==> src/rtl/dpc_pkg.sv <==
// Package: register map, field layout and serial frame constants of the demodulator control bank
package dpc_pkg;

  // Serial frame: read flag, 7-bit address, 16-bit data, most significant bit first
  localparam int DPC_ADDR_W = 7;
  localparam int DPC_DATA_W = 16;
  localparam int DPC_HDR_BITS = 8;
  localparam int DPC_FRAME_BITS = 24;
  localparam int DPC_CNT_W = 5;
  localparam logic [DPC_CNT_W-1:0] DPC_CNT_HDR_LAST = 5'h07;
  localparam logic [DPC_CNT_W-1:0] DPC_CNT_FRAME_LAST = 5'h17;
  localparam logic [DPC_CNT_W-1:0] DPC_CNT_FULL = 5'h18;
  localparam logic [DPC_CNT_W-1:0] DPC_CNT_FIRST = 5'h00;

  // Write-only trigger and read-only band readback
  localparam logic [DPC_ADDR_W-1:0] DPC_ADDR_SOFT_RESET_TRIGGER = 7'h00;
  localparam logic [DPC_ADDR_W-1:0] DPC_ADDR_OSC_BAND_READBACK = 7'h46;
  localparam int DPC_SOFT_RESET_BIT = 0;
  localparam logic [DPC_DATA_W-1:0] DPC_RST_SOFT_RESET_TRIGGER = 16'h0000;
  localparam logic [DPC_DATA_W-1:0] DPC_RST_OSC_BAND_READBACK = 16'h0000;

  // Read-write registers, one entry each: offset, printed reset value, writable bits
  localparam int DPC_NREG = 20;
  localparam logic [DPC_ADDR_W-1:0] DPC_REG_ADDR [DPC_NREG] = '{
    7'h01, 7'h02, 7'h03, 7'h04, 7'h10, 7'h20, 7'h21, 7'h22, 7'h23, 7'h30,
    7'h31, 7'h32, 7'h33, 7'h34, 7'h40, 7'h42, 7'h43, 7'h44, 7'h45, 7'h49};
  localparam logic [DPC_DATA_W-1:0] DPC_REG_RESET [DPC_NREG] = '{
    16'hfe7f, 16'h002c, 16'h0128, 16'h0600, 16'hfe7f, 16'h0c26, 16'h0003, 16'h2a03, 16'h0000, 16'h0000,
    16'h1101, 16'h0900, 16'h0000, 16'h0b00, 16'h0010, 16'h000e, 16'h0001, 16'h0000, 16'h0000, 16'h16bd};
  localparam logic [DPC_DATA_W-1:0] DPC_REG_MASK [DPC_NREG] = '{
    16'h07fe, 16'h0fff, 16'hffff, 16'hffff, 16'h07fe, 16'h7c3f, 16'h007f, 16'h00ff, 16'h0be0, 16'h00ee,
    16'h1def, 16'h0fff, 16'hffff, 16'h0f00, 16'h007f, 16'h000f, 16'hffff, 16'h0001, 16'h00ff, 16'h3fff};

  // Entry indices used by the decode logic
  localparam int DPC_IDX_POWER = 0;
  localparam int DPC_IDX_INT_DIV = 1;
  localparam int DPC_IDX_PUMP = 5;
  localparam int DPC_IDX_REF = 6;
  localparam int DPC_IDX_POLARITY = 11;
  localparam int DPC_IDX_BAND_SEL = 18;

  // Field positions
  localparam int DPC_POWER_LSB = 1;
  localparam int DPC_POWER_MSB = 10;
  localparam int DPC_DIV_MODE_BIT = 11;
  localparam int DPC_PUMP_SRC_BIT = 14;
  localparam int DPC_PUMP_COARSE_LSB = 10;
  localparam int DPC_PUMP_COARSE_MSB = 13;
  localparam int DPC_BLEED_SIGN_BIT = 5;
  localparam int DPC_BLEED_MAG_LSB = 0;
  localparam int DPC_BLEED_MAG_MSB = 4;
  localparam int DPC_REF_MUX_LSB = 4;
  localparam int DPC_REF_MUX_MSB = 6;
  localparam int DPC_REF_RATIO_LSB = 0;
  localparam int DPC_REF_RATIO_MSB = 2;
  localparam int DPC_I_POL_LSB = 8;
  localparam int DPC_I_POL_MSB = 9;
  localparam int DPC_Q_POL_LSB = 10;
  localparam int DPC_Q_POL_MSB = 11;
  localparam int DPC_BAND_SRC_BIT = 7;
  localparam int DPC_BAND_W = 6;

  // Polarity codes
  localparam logic [1:0] DPC_I_POL_INVERT = 2'h2;
  localparam logic [1:0] DPC_Q_POL_INVERT = 2'h1;

  // Coarse pump current thermometer codes
  localparam logic [3:0] DPC_PUMP_250UA = 4'h1;
  localparam logic [3:0] DPC_PUMP_500UA = 4'h3;
  localparam logic [3:0] DPC_PUMP_750UA = 4'h7;
  localparam logic [3:0] DPC_PUMP_1000UA = 4'hf;

  typedef enum logic [2:0] {
    DPC_REF_TIMES_TWO = 3'h0,
    DPC_REF_TIMES_ONE = 3'h1,
    DPC_REF_DIV_2 = 3'h2,
    DPC_REF_DIV_4 = 3'h3,
    DPC_REF_DIV_8 = 3'h4,
    DPC_REF_ILLEGAL = 3'h7
  } dpc_ref_ratio_t;

  typedef struct packed {
    logic [DPC_ADDR_W-1:0] addr;
    logic [DPC_DATA_W-1:0] data;
  } dpc_cmd_t;

  // Register contents in entry order, first entry in the top field
  typedef struct packed {
    logic [15:0] block_power_enables;
    logic [15:0] integer_divider;
    logic [15:0] fraction_numerator;
    logic [15:0] fraction_modulus;
    logic [15:0] power_down_mask;
    logic [15:0] charge_pump_control;
    logic [15:0] reference_path_control;
    logic [15:0] oscillator_lo_control;
    logic [15:0] rf_switch_attenuator;
    logic [15:0] input_transformer_tuning;
    logic [15:0] mixer_bias_linearizer;
    logic [15:0] iq_polarity_sideband;
    logic [15:0] iq_offset_nulling;
    logic [15:0] baseband_bias_bandwidth;
    logic [15:0] phase_detector_control;
    logic [15:0] dither_control;
    logic [15:0] dither_seed;
    logic [15:0] band_calibration_clear;
    logic [15:0] oscillator_band_select;
    logic [15:0] oscillator_internal_settings;
  } dpc_ctrl_t;

endpackage : dpc_pkg

==> src/rtl/dpc_register_bank.sv <==
// Top: control register bank of the demodulator and synthesizer, behind the serial port
`timescale 1ns/1ps
`default_nettype none

module dpc_register_bank
  import dpc_pkg::*;
(
  input wire logic REF_CLK,
  input wire logic RESET_N,
  input wire logic SCLK,
  input wire logic CS_N,
  input wire logic SDIO_IN,
  output logic SDIO_OUT,
  output logic SDIO_OE,
  input wire logic [DPC_BAND_W-1:0] BANDCAL_BAND,
  output dpc_ctrl_t CTRL,
  output logic [DPC_POWER_MSB:DPC_POWER_LSB] POWER_ON,
  output logic INTEGER_MODE,
  output logic PUMP_EXTERNAL_REF,
  output logic PUMP_CODE_VALID,
  output logic BLEED_SOURCE,
  output logic [DPC_BLEED_MAG_MSB:DPC_BLEED_MAG_LSB] BLEED_STEPS,
  output logic [DPC_REF_MUX_MSB-DPC_REF_MUX_LSB:0] REF_MUX_SELECT,
  output dpc_ref_ratio_t REF_RATIO,
  output logic I_INVERT,
  output logic Q_INVERT
);

  logic rst_meta_q;
  logic rst_sync_q;
  logic rst_n;
  logic wr_valid;
  dpc_cmd_t wr_cmd;
  logic [DPC_ADDR_W-1:0] rd_addr;
  logic [DPC_DATA_W-1:0] rd_data;
  logic soft_reset;
  logic [DPC_DATA_W-1:0] regs_q [DPC_NREG];
  logic [DPC_NREG*DPC_DATA_W-1:0] regs_flat;
  logic [DPC_DATA_W-1:0] band_readback_q;
  logic [DPC_DATA_W-1:0] band_sel;
  logic [DPC_DATA_W-1:0] pump_reg;
  logic [DPC_DATA_W-1:0] ref_reg;
  logic [DPC_DATA_W-1:0] pol_reg;
  logic [DPC_DATA_W-1:0] div_reg;
  logic [DPC_DATA_W-1:0] pwr_reg;
  logic [3:0] pump_coarse_current;
  logic [2:0] reference_ratio_select;
  logic [1:0] i_output_polarity;
  logic [1:0] q_output_polarity;

  ////////////////////////////////////////////////////////////////////////////
  // Reset release through two flops
  always_ff @(posedge REF_CLK or negedge RESET_N)
  begin
    if (!RESET_N)
    begin
      rst_meta_q <= 1'b0;
      rst_sync_q <= 1'b0;
    end
    else
    begin
      rst_meta_q <= 1'b1;
      rst_sync_q <= rst_meta_q;
    end
  end

  assign rst_n = rst_sync_q;

  ////////////////////////////////////////////////////////////////////////////
  // Serial port
  dpc_serial_port u_port (
    .clk(REF_CLK),
    .rst_n(rst_n),
    .sclk(SCLK),
    .cs_n(CS_N),
    .sdio_in(SDIO_IN),
    .sdio_out(SDIO_OUT),
    .sdio_oe(SDIO_OE),
    .wr_valid(wr_valid),
    .wr_cmd(wr_cmd),
    .rd_addr(rd_addr),
    .rd_data(rd_data)
  );

  // Trigger is not stored, so it reads back zero
  assign soft_reset = wr_valid && wr_cmd.addr == DPC_ADDR_SOFT_RESET_TRIGGER
                      && wr_cmd.data[DPC_SOFT_RESET_BIT];

  ////////////////////////////////////////////////////////////////////////////
  // Read-write registers; reserved bits never hold a one
  for (genvar i = 0; i < DPC_NREG; i++)
  begin : g_reg
    always_ff @(posedge REF_CLK or negedge rst_n)
    begin
      if (!rst_n)
        regs_q[i] <= DPC_REG_RESET[i] & DPC_REG_MASK[i];
      else if (soft_reset)
        regs_q[i] <= DPC_REG_RESET[i] & DPC_REG_MASK[i];
      else if (wr_valid && wr_cmd.addr == DPC_REG_ADDR[i])
        regs_q[i] <= wr_cmd.data & DPC_REG_MASK[i];
    end
    assign regs_flat[(DPC_NREG-1-i)*DPC_DATA_W +: DPC_DATA_W] = regs_q[i];
  end

  assign CTRL = dpc_ctrl_t'(regs_flat);

  ////////////////////////////////////////////////////////////////////////////
  // Band readback: serial setting or calibration result, as selected
  assign band_sel = regs_q[DPC_IDX_BAND_SEL];

  always_ff @(posedge REF_CLK or negedge rst_n)
  begin
    if (!rst_n)
      band_readback_q <= DPC_RST_OSC_BAND_READBACK;
    else if (soft_reset)
      band_readback_q <= DPC_RST_OSC_BAND_READBACK;
    else if (band_sel[DPC_BAND_SRC_BIT])
      band_readback_q <= {{(DPC_DATA_W-DPC_BAND_W){1'b0}}, BANDCAL_BAND};
    else
      band_readback_q <= {{(DPC_DATA_W-DPC_BAND_W){1'b0}}, band_sel[DPC_BAND_W-1:0]};
  end

  ////////////////////////////////////////////////////////////////////////////
  // Read mux; unlisted and write-only offsets read zero
  always_comb
  begin
    rd_data = DPC_RST_SOFT_RESET_TRIGGER;
    if (rd_addr == DPC_ADDR_OSC_BAND_READBACK)
      rd_data = band_readback_q;
    for (int k = 0; k < DPC_NREG; k++)
    begin
      if (rd_addr == DPC_REG_ADDR[k])
        rd_data = regs_q[k];
    end
  end

  ////////////////////////////////////////////////////////////////////////////
  // Field decode
  assign pwr_reg = regs_q[DPC_IDX_POWER];
  assign div_reg = regs_q[DPC_IDX_INT_DIV];
  assign pump_reg = regs_q[DPC_IDX_PUMP];
  assign ref_reg = regs_q[DPC_IDX_REF];
  assign pol_reg = regs_q[DPC_IDX_POLARITY];
  assign pump_coarse_current = pump_reg[DPC_PUMP_COARSE_MSB:DPC_PUMP_COARSE_LSB];
  assign reference_ratio_select = ref_reg[DPC_REF_RATIO_MSB:DPC_REF_RATIO_LSB];
  assign i_output_polarity = pol_reg[DPC_I_POL_MSB:DPC_I_POL_LSB];
  assign q_output_polarity = pol_reg[DPC_Q_POL_MSB:DPC_Q_POL_LSB];

  // Range of the division value is left to the host; no clamping here
  always_ff @(posedge REF_CLK or negedge rst_n)
  begin
    if (!rst_n)
    begin
      POWER_ON <= '0;
      INTEGER_MODE <= 1'b0;
    end
    else
    begin
      POWER_ON <= pwr_reg[DPC_POWER_MSB:DPC_POWER_LSB];
      INTEGER_MODE <= div_reg[DPC_DIV_MODE_BIT];
    end
  end

  always_ff @(posedge REF_CLK or negedge rst_n)
  begin
    if (!rst_n)
    begin
      PUMP_EXTERNAL_REF <= 1'b0;
      PUMP_CODE_VALID <= 1'b0;
      BLEED_SOURCE <= 1'b0;
      BLEED_STEPS <= '0;
    end
    else
    begin
      PUMP_EXTERNAL_REF <= pump_reg[DPC_PUMP_SRC_BIT];
      PUMP_CODE_VALID <= pump_coarse_current == DPC_PUMP_250UA
                         || pump_coarse_current == DPC_PUMP_500UA
                         || pump_coarse_current == DPC_PUMP_750UA
                         || pump_coarse_current == DPC_PUMP_1000UA;
      BLEED_SOURCE <= pump_reg[DPC_BLEED_SIGN_BIT];
      BLEED_STEPS <= pump_reg[DPC_BLEED_MAG_MSB:DPC_BLEED_MAG_LSB];
    end
  end

  always_ff @(posedge REF_CLK or negedge rst_n)
  begin
    if (!rst_n)
    begin
      REF_MUX_SELECT <= '0;
      REF_RATIO <= DPC_REF_TIMES_TWO;
    end
    else
    begin
      REF_MUX_SELECT <= ref_reg[DPC_REF_MUX_MSB:DPC_REF_MUX_LSB];
      unique case (reference_ratio_select)
        3'h0: REF_RATIO <= DPC_REF_TIMES_TWO;
        3'h1: REF_RATIO <= DPC_REF_TIMES_ONE;
        3'h2: REF_RATIO <= DPC_REF_DIV_2;
        3'h3: REF_RATIO <= DPC_REF_DIV_4;
        3'h4: REF_RATIO <= DPC_REF_DIV_8;
        default: REF_RATIO <= DPC_REF_ILLEGAL;
      endcase
    end
  end

  // Codes 0 and 3 are undefined; they read as normal polarity
  always_ff @(posedge REF_CLK or negedge rst_n)
  begin
    if (!rst_n)
    begin
      I_INVERT <= 1'b0;
      Q_INVERT <= 1'b0;
    end
    else
    begin
      I_INVERT <= i_output_polarity == DPC_I_POL_INVERT;
      Q_INVERT <= q_output_polarity == DPC_Q_POL_INVERT;
    end
  end

endmodule : dpc_register_bank
`default_nettype wire

==> src/rtl/dpc_serial_port.sv <==
// Three-wire serial port: frame capture and read data shift-out
`timescale 1ns/1ps
`default_nettype none
module dpc_serial_port
  import dpc_pkg::*;
(
  input wire logic clk,
  input wire logic rst_n,
  input wire logic sclk,
  input wire logic cs_n,
  input wire logic sdio_in,
  output logic sdio_out,
  output logic sdio_oe,
  output logic wr_valid,
  output dpc_cmd_t wr_cmd,
  output logic [DPC_ADDR_W-1:0] rd_addr,
  input wire logic [DPC_DATA_W-1:0] rd_data
);

  logic sclk_q;
  logic [DPC_CNT_W-1:0] cnt_q;
  logic [DPC_FRAME_BITS-2:0] in_sr_q;
  logic rd_go_q;
  logic [DPC_DATA_W-1:0] out_sr_q;
  logic rise;
  logic fall;

  // Pins are synchronous to clk, so a plain delayed copy finds the edges
  assign rise = sclk & ~sclk_q;
  assign fall = ~sclk & sclk_q;

  always_ff @(posedge clk or negedge rst_n)
  begin
    if (!rst_n)
      sclk_q <= 1'b0;
    else
      sclk_q <= sclk;
  end

  ////////////////////////////////////////////////////////////////////////////
  // Input shifting; bits after the 24th are ignored
  always_ff @(posedge clk or negedge rst_n)
  begin
    if (!rst_n)
    begin
      cnt_q <= DPC_CNT_FIRST;
      in_sr_q <= '0;
    end
    else if (cs_n)
      cnt_q <= DPC_CNT_FIRST;
    else if (rise && cnt_q != DPC_CNT_FULL)
    begin
      cnt_q <= cnt_q + 5'h01;
      in_sr_q <= {in_sr_q[DPC_FRAME_BITS-3:0], sdio_in};
    end
  end

  always_ff @(posedge clk or negedge rst_n)
  begin
    if (!rst_n)
    begin
      wr_valid <= 1'b0;
      wr_cmd <= '0;
    end
    else
    begin
      wr_valid <= !cs_n && rise && cnt_q == DPC_CNT_FRAME_LAST && !in_sr_q[DPC_FRAME_BITS-2];
      if (!cs_n && rise && cnt_q == DPC_CNT_FRAME_LAST)
        wr_cmd <= {in_sr_q[DPC_FRAME_BITS-3:0], sdio_in};
    end
  end

  ////////////////////////////////////////////////////////////////////////////
  // Read: header done, fetch word next cycle, shift out on falling edges
  always_ff @(posedge clk or negedge rst_n)
  begin
    if (!rst_n)
    begin
      rd_go_q <= 1'b0;
      rd_addr <= '0;
    end
    else
    begin
      rd_go_q <= !cs_n && rise && cnt_q == DPC_CNT_HDR_LAST && in_sr_q[DPC_HDR_BITS-2];
      if (!cs_n && rise && cnt_q == DPC_CNT_HDR_LAST)
        rd_addr <= {in_sr_q[DPC_ADDR_W-2:0], sdio_in};
    end
  end

  always_ff @(posedge clk or negedge rst_n)
  begin
    if (!rst_n)
    begin
      out_sr_q <= '0;
      sdio_out <= 1'b0;
      sdio_oe <= 1'b0;
    end
    else if (cs_n)
      sdio_oe <= 1'b0;
    else if (rd_go_q)
    begin
      out_sr_q <= rd_data;
      sdio_oe <= 1'b1;
    end
    else if (fall && sdio_oe)
    begin
      sdio_out <= out_sr_q[DPC_DATA_W-1];
      out_sr_q <= {out_sr_q[DPC_DATA_W-2:0], 1'b0};
    end
  end

endmodule : dpc_serial_port
`default_nettype wire

==> config.mk <==
export PLATFORM = sky130hd
export DESIGN_NAME = dpc_register_bank
export DESIGN_NICKNAME = d
export VERILOG_FILES = /design/src/rtl/dpc_pkg.sv /design/src/rtl/dpc_register_bank.sv /design/src/rtl/dpc_serial_port.sv
export SDC_FILE = /design/constraint.sdc
export NUM_CORES = 1
export LEC_CHECK = 0
export BUFFER_PORTS_ARGS = -buffer_cell sky130_fd_sc_hd__buf_2
export CORE_MARGIN = 2
export CORE_UTILIZATION = 58
export CTS_CLUSTER_DIAMETER = 150
export CTS_CLUSTER_SIZE = 10
export DETAILED_ROUTE_END_ITERATION = 8
export PLACE_DENSITY_LB_ADDON = 0.2
export SLEW_MARGIN = 20
export SYNTH_ARGS = -nofsm -noshare
export SYNTH_HDL_FRONTEND = slang
export SYNTH_SLANG_ARGS = --single-unit
==> constraint.sdc <==
create_clock -name REF_CLK -period 21 [get_ports REF_CLK]
set_input_delay 2.1 -clock REF_CLK [delete_from_list [all_inputs] [get_ports REF_CLK]]
set_output_delay 2.1 -clock REF_CLK [all_outputs]
set_load 0.05 [all_outputs]
# After elaboration in Yosys (flattened, before gate mapping)
# Cells that the tools add are included.
[word_totals]
register_bits = 444
input_bits = 11
out_inout_bits = 349
[op_classes]
addsub = 1
eq_ne = 54
n_mux = 70
bitwise_logic = 6
reduce_logical = 62
[op_table]
columns = ["op", "count"]
rows = [
  ["$mux W16", 63],
  ["$eq A7 B6 Y1 const B", 18],
  ["$eq A7 B7 Y1 const B", 13],
  ["$reduce_bool A2 Y1", 23],
  ["$logic_and A1 B1 Y1", 29],
  ["$eq A7 B2 Y1 const B", 4],
  ["$pmux W3 S5", 1],
  ["$eq A7 B1 Y1 const B", 2],
  ["$eq A7 B3 Y1 const B", 2],
  ["$eq A7 B5 Y1 const B", 2],
  ["$mux W6", 2],
  ["$mux W5", 2],
  ["$logic_not A7 Y1", 1],
  ["$eq A3 B2 Y1 const B", 2],
  ["$add A5 B1 Y5 const B", 1],
  ["$eq A5 B3 Y1 const B", 1],
  ["$eq A5 B5 Y1 const B", 1],
  ["$ne A5 B5 Y1 const B", 1],
  ["$eq A4 B1 Y1 const B", 1],
  ["$eq A4 B2 Y1 const B", 1],
  ["$eq A4 B3 Y1 const B", 1],
  ["$eq A4 B4 Y1 const B", 1],
  ["$not A1 Y1", 4],
  ["$reduce_and A2 Y1", 2],
  ["10 further kinds", 15],
]

# Depth between registers and ports, before layout
[depth]
ltp_word = 23
mapped_depth = 9

# By module
# Synthesis repeated with hierarchy kept, for this count alone.
[hier_totals]
cells_unflattened = 1644
hier_area_um2 = 15655.0
[by_module_without_submodules]
columns = ["mod", "instances", "cells_each", "area_per_inst_um2", "seq_area_each_um2"]
rows = [
  ["dpc_register_bank", 1, 1430, 12321.8, 5824.3],
  ["dpc_serial_port", 1, 214, 3333.2, 1976.9],
]

# Worst setup path before layout
# Ideal clock, no wire load.
[synth_path]
path_type = "input to register"
from = "input port SCLK"
to = "register, netlist name u_port.wr_cmd[0]"
setup_time_ns = 0.125
arrival_ns = 3.261
path_slack_ns = 17.614
stages = 6
n_path_buf = 1
cell_sequence = "and3b_1 -> nand2_1 -> nor3_1 -> nand2_1 -> clkbuf_1 -> mux2_2"
[synth_between]
elab_chain_cells = 3
[synth_rtl]
columns = ["element", "line_no", "text"]
rows = [
  ["start: declaration", "dpc_register_bank.sv:10", "input wire logic SCLK,"],
  ["$and A1 B1 Y1", "dpc_serial_port.sv:29", "assign rise = sclk & ~sclk_q;"],
  ["$logic_and A1 B1 Y1 (2 in series)", "dpc_serial_port.sv:68", "if (!cs_n && rise && cnt_q == DPC_CNT_FRAME_LAST)"],
]
# Every way passes these cells.
# A chain may end at the register's enable or synchronous reset.

# Final worst setup path
[layout_path]
from = "register regs_q, in the netlist band_sel[7]"
to = "output port CTRL[23] in the netlist's numbering"
[layout_lines]
columns = ["element", "line_no", "text"]
rows = [
  ["start: declaration", "dpc_register_bank.sv:37", "logic [DPC_DATA_W-1:0] regs_q [DPC_NREG];"],
  ["start signal: indexed assignment", "dpc_register_bank.sv:96", "regs_q[i] <= DPC_REG_RESET[i] & DPC_REG_MASK[i];"],
  ["start signal: indexed assignment", "dpc_register_bank.sv:98", "regs_q[i] <= DPC_REG_RESET[i] & DPC_REG_MASK[i];"],
  ["start signal: indexed assignment", "dpc_register_bank.sv:100", "regs_q[i] <= wr_cmd.data & DPC_REG_MASK[i];"],
  ["end: declaration", "dpc_register_bank.sv:16", "output dpc_ctrl_t CTRL,"],
]
# No word-level cell between the ends.

==> results.md <==
* Status: finished clean
* Antenna violations before repair at 3
* Crit path max-delay cell type: dfrtp_1
* Multi-input logic area at approximately 6900 um^2
* Final net count at between 1500 and 2000
* Row cnt at 60
* Largest net degree at the start of global routing at between 150 and 200
* Vias in the first global route at around 13000
* First-pass GRT wire length at 87.4 mm
* Share of the synthesized area in the top cell type at 40.5%
* GP Congestion at between 1 and 1.5
* Initial Util at 58.7%
* Clk pwr share at ~45%
* Hold-fix buffers, CTS at 0
* Post-detailed-routing wire length at between 50 and 60 mm
* Core Footprint at approximately 27000 um^2
* Post-synth cell types at 69
* Max_cap viols at 0
* Final Hold Viols at 0
* Sw frac at approximately 25%
* Worst hold path type: flop to flop
* Placed insts at between 2000 and 2500
* Post-synth top flop: dfrtp_1
* H-tree level count at 2
* Critical Path AT at around 1.5 ns
* Critical path type: flop to primary output
* Sequential cell area at between 7000 and 8000 um^2
* Dpl hpwl at slightly above 40 mm
* PortBufs at ~230
* Cell-internal power at roughly 0.94 mW
* Worst path cell trace: buf_2
* Cts bufs inserted at 36
* Finished Cell Area at roughly 18000 um^2
* Nature of the critical path startpoint: flop
* Share of cells above drive strength 1 at 22.9%
* Period Utilization, post-route at between 10% and 20%
* DRC Markers at 0
* Syn Inst Count at roughly 1700
* CTS root buf: clkbuf_16
* EDFF count, synth at 0
* Max clock buf depth at 3
* CP required at 18.90 ns
* Area after DPL at ~17000 um^2
* Die H at approximately 170 um
* Post-CTS setup buffer count at 0
* Crit Path Max Fanout at 9
* PnR worst setup slack at between 15 and 20 ns
* Leakage power at 8.92 nW
* Mapped Area at between 15000 and 20000 um^2
* Buffer and inverter count on the worst path at 1
* Final ANT Viol Nets at 0
* Crit-path max cell delay at approximately 0.63 ns
* Area leader, netlist: dfrtp_1
* Pre-CTS WS at approximately 17 ns
* Max Fclk at about 0.28 GHz
* Pwr dens at 71.3 nW/um^2
* Die Wd at roughly 170 um
* Asr flop ratio synth at 100%
* Most common cell in the netlist: nand2_1
* Gate power share at 5.7%
* Setup TNS at 0 ns
* Area Overhead vs Synth at 12.2%
* Reg power frac at 49.1%
* Gr ovfl total at 0
* CTS resizes at 0
* Die ar. at approximately 28000 um^2
* Clk slew on worst S/H paths at 0.05 ns
* TritonRoute pass-1 iters at 6
* Clk_skew at 0.0335 ns
* Filler Cell Count at roughly 2200
* Worst Setup End Kind: primary output
* Unrepaired setup endpoints after global routing: false
* Sw power at around 0.32 mW
* Power, Total at approximately 1.3 mW
* Final Slew Violations at 0
* Final setup fails at 0
* Seq/Total Area, Yosys at 49.7%
* Final Non-Filler Cells at approximately 2300
* Actual slew at the worst max-slew pin at 1.26 ns
* TritonCTS clock tree: built
* VDD IR-drop max at 0.0784 mV
* Via density at 6.38
* Total GRT Usage at between 40 and 50%
* Post-synth top cells: nand2_1 (324), dfrtp_1 (254), a21oi_1 (168)
* Clock sinks at between 300 and 400
* Flip-flop and latch count after synthesis at around 310
* Avg Cell Area, Syn at roughly 9 um^2
* Top cells by area, synth: dfrtp_1 (41%), dfstp_2 (9.2%), nand2_1 (7.8%), buf_4 (6.0%), a21oi_1 (5.4%)
* Rel. slew slack at approximately 16%
* I/O pins at between 300 and 400
* Routed via count at around 14000
* DRT iter0 DRCs at roughly 1800
* Drt wl/cell at 26.3 um
* Max reg flops at around 140
* Synthesis Warnings at 0
* Crit path max-delay family: flip-flops
* Crit path time final at around 3.6 ns
* Clock latency on the worst-skew pair at 0.54 ns
[layout by cell type (no fill, tap or decap), types with 23 or more instances in the layout]
master / Yosys / routed
mux2_2: 55 / 55
o21ai_0: 57 / 57
clkbuf_16: 0 / 36
clkbuf_1: 98 / 26
a22oi_1: 23 / 23
buf_2: 15 / 234
nor2_1: 108 / 105
a21oi_1: 168 / 168
dfstp_2: 55 / 55
mux2i_1: 56 / 56
nor3_1: 24 / 24
conb_1: 2 / 126
nand2_1: 324 / 324
dfrtp_1: 254 / 250
nand3_1: 113 / 112
buf_4: 125 / 27
[routing by layer]
layer  vias to the layer above  GRT usage (%)  share of wire, %  wire (um)
met3                       196           9.64                11       6770
li1                       6035              -                 -          -
met4                         2           17.3               4.8       2850
met5                         -              0             0.022         13
met1                      7102           56.4                38      22500
met2                      1027           64.2                46      27200
[through the flow]
stage               utilization (%)  hold WS [ns]
finish                         65.9         0.351
global route                   65.8         0.364
CTS                            65.8         0.357
detailed placement             62.0         0.338
global placement               61.9         0.344
floorplan                         -         0.331
[area by class of cell]
class                   count  share of cell area (%)
flip-flops and latches    309                    44.4
multi-input cells        1260                    39.1
repair buffers            263                    7.98
clock buffers              62                    5.67
well taps                 341                    2.42
inverters                  12                   0.256
clock inverters             2                   0.142
diodes                      2                  0.0284
[cells by family (layout without fill, tap and decap cells)]
group / count (synthesis) / count (layout) / share of synthesized area [%]
AOI/OAI and AO/OA: 358 / 358 / 13.9
xor gates and xnor gates: 4 / 4 / 0.223
adders and majority gates: 2 / 2 / 0.160
buffers and inverters: 270 / 339 / 9.57
DFF: 309 / 309 / 49.7
muxes: 111 / 111 / 7.52
other: 2 / 128 / 0.0479
and+or+nand+nor: 659 / 659 / 18.8
[final timing paths]
check	start	end	slack, ns	depth (start not counted)
worst max-delay path	band_sel[7]	CTRL[23]	17.39	1
worst min-delay path	rst_meta_q	rst_n	0.35	0
worst max register to register	u_port.wr_cmd[22]	CTRL[192]	17.55	6
worst min register to register	rst_meta_q	rst_n	0.35	0
max in group asynchronous	rst_n	u_port.wr_cmd[2]	18.93	1
min in group asynchronous	rst_n	div_reg[10]	0.49	0
[power groups by stage]
stage	clock network (mW)	logic, mW	registers [mW]
2_1_floorplan	0	0.0767	0.628
3_3_place_gp	0	0.0697	0.625
3_5_place_dp	0	0.0706	0.626
4_1_cts	0.567	0.0708	0.616
5_1_grt	0.593	0.0751	0.618
6_report	0.567	0.0709	0.616
No activity file was read; power rests on OpenSTA's default activity.
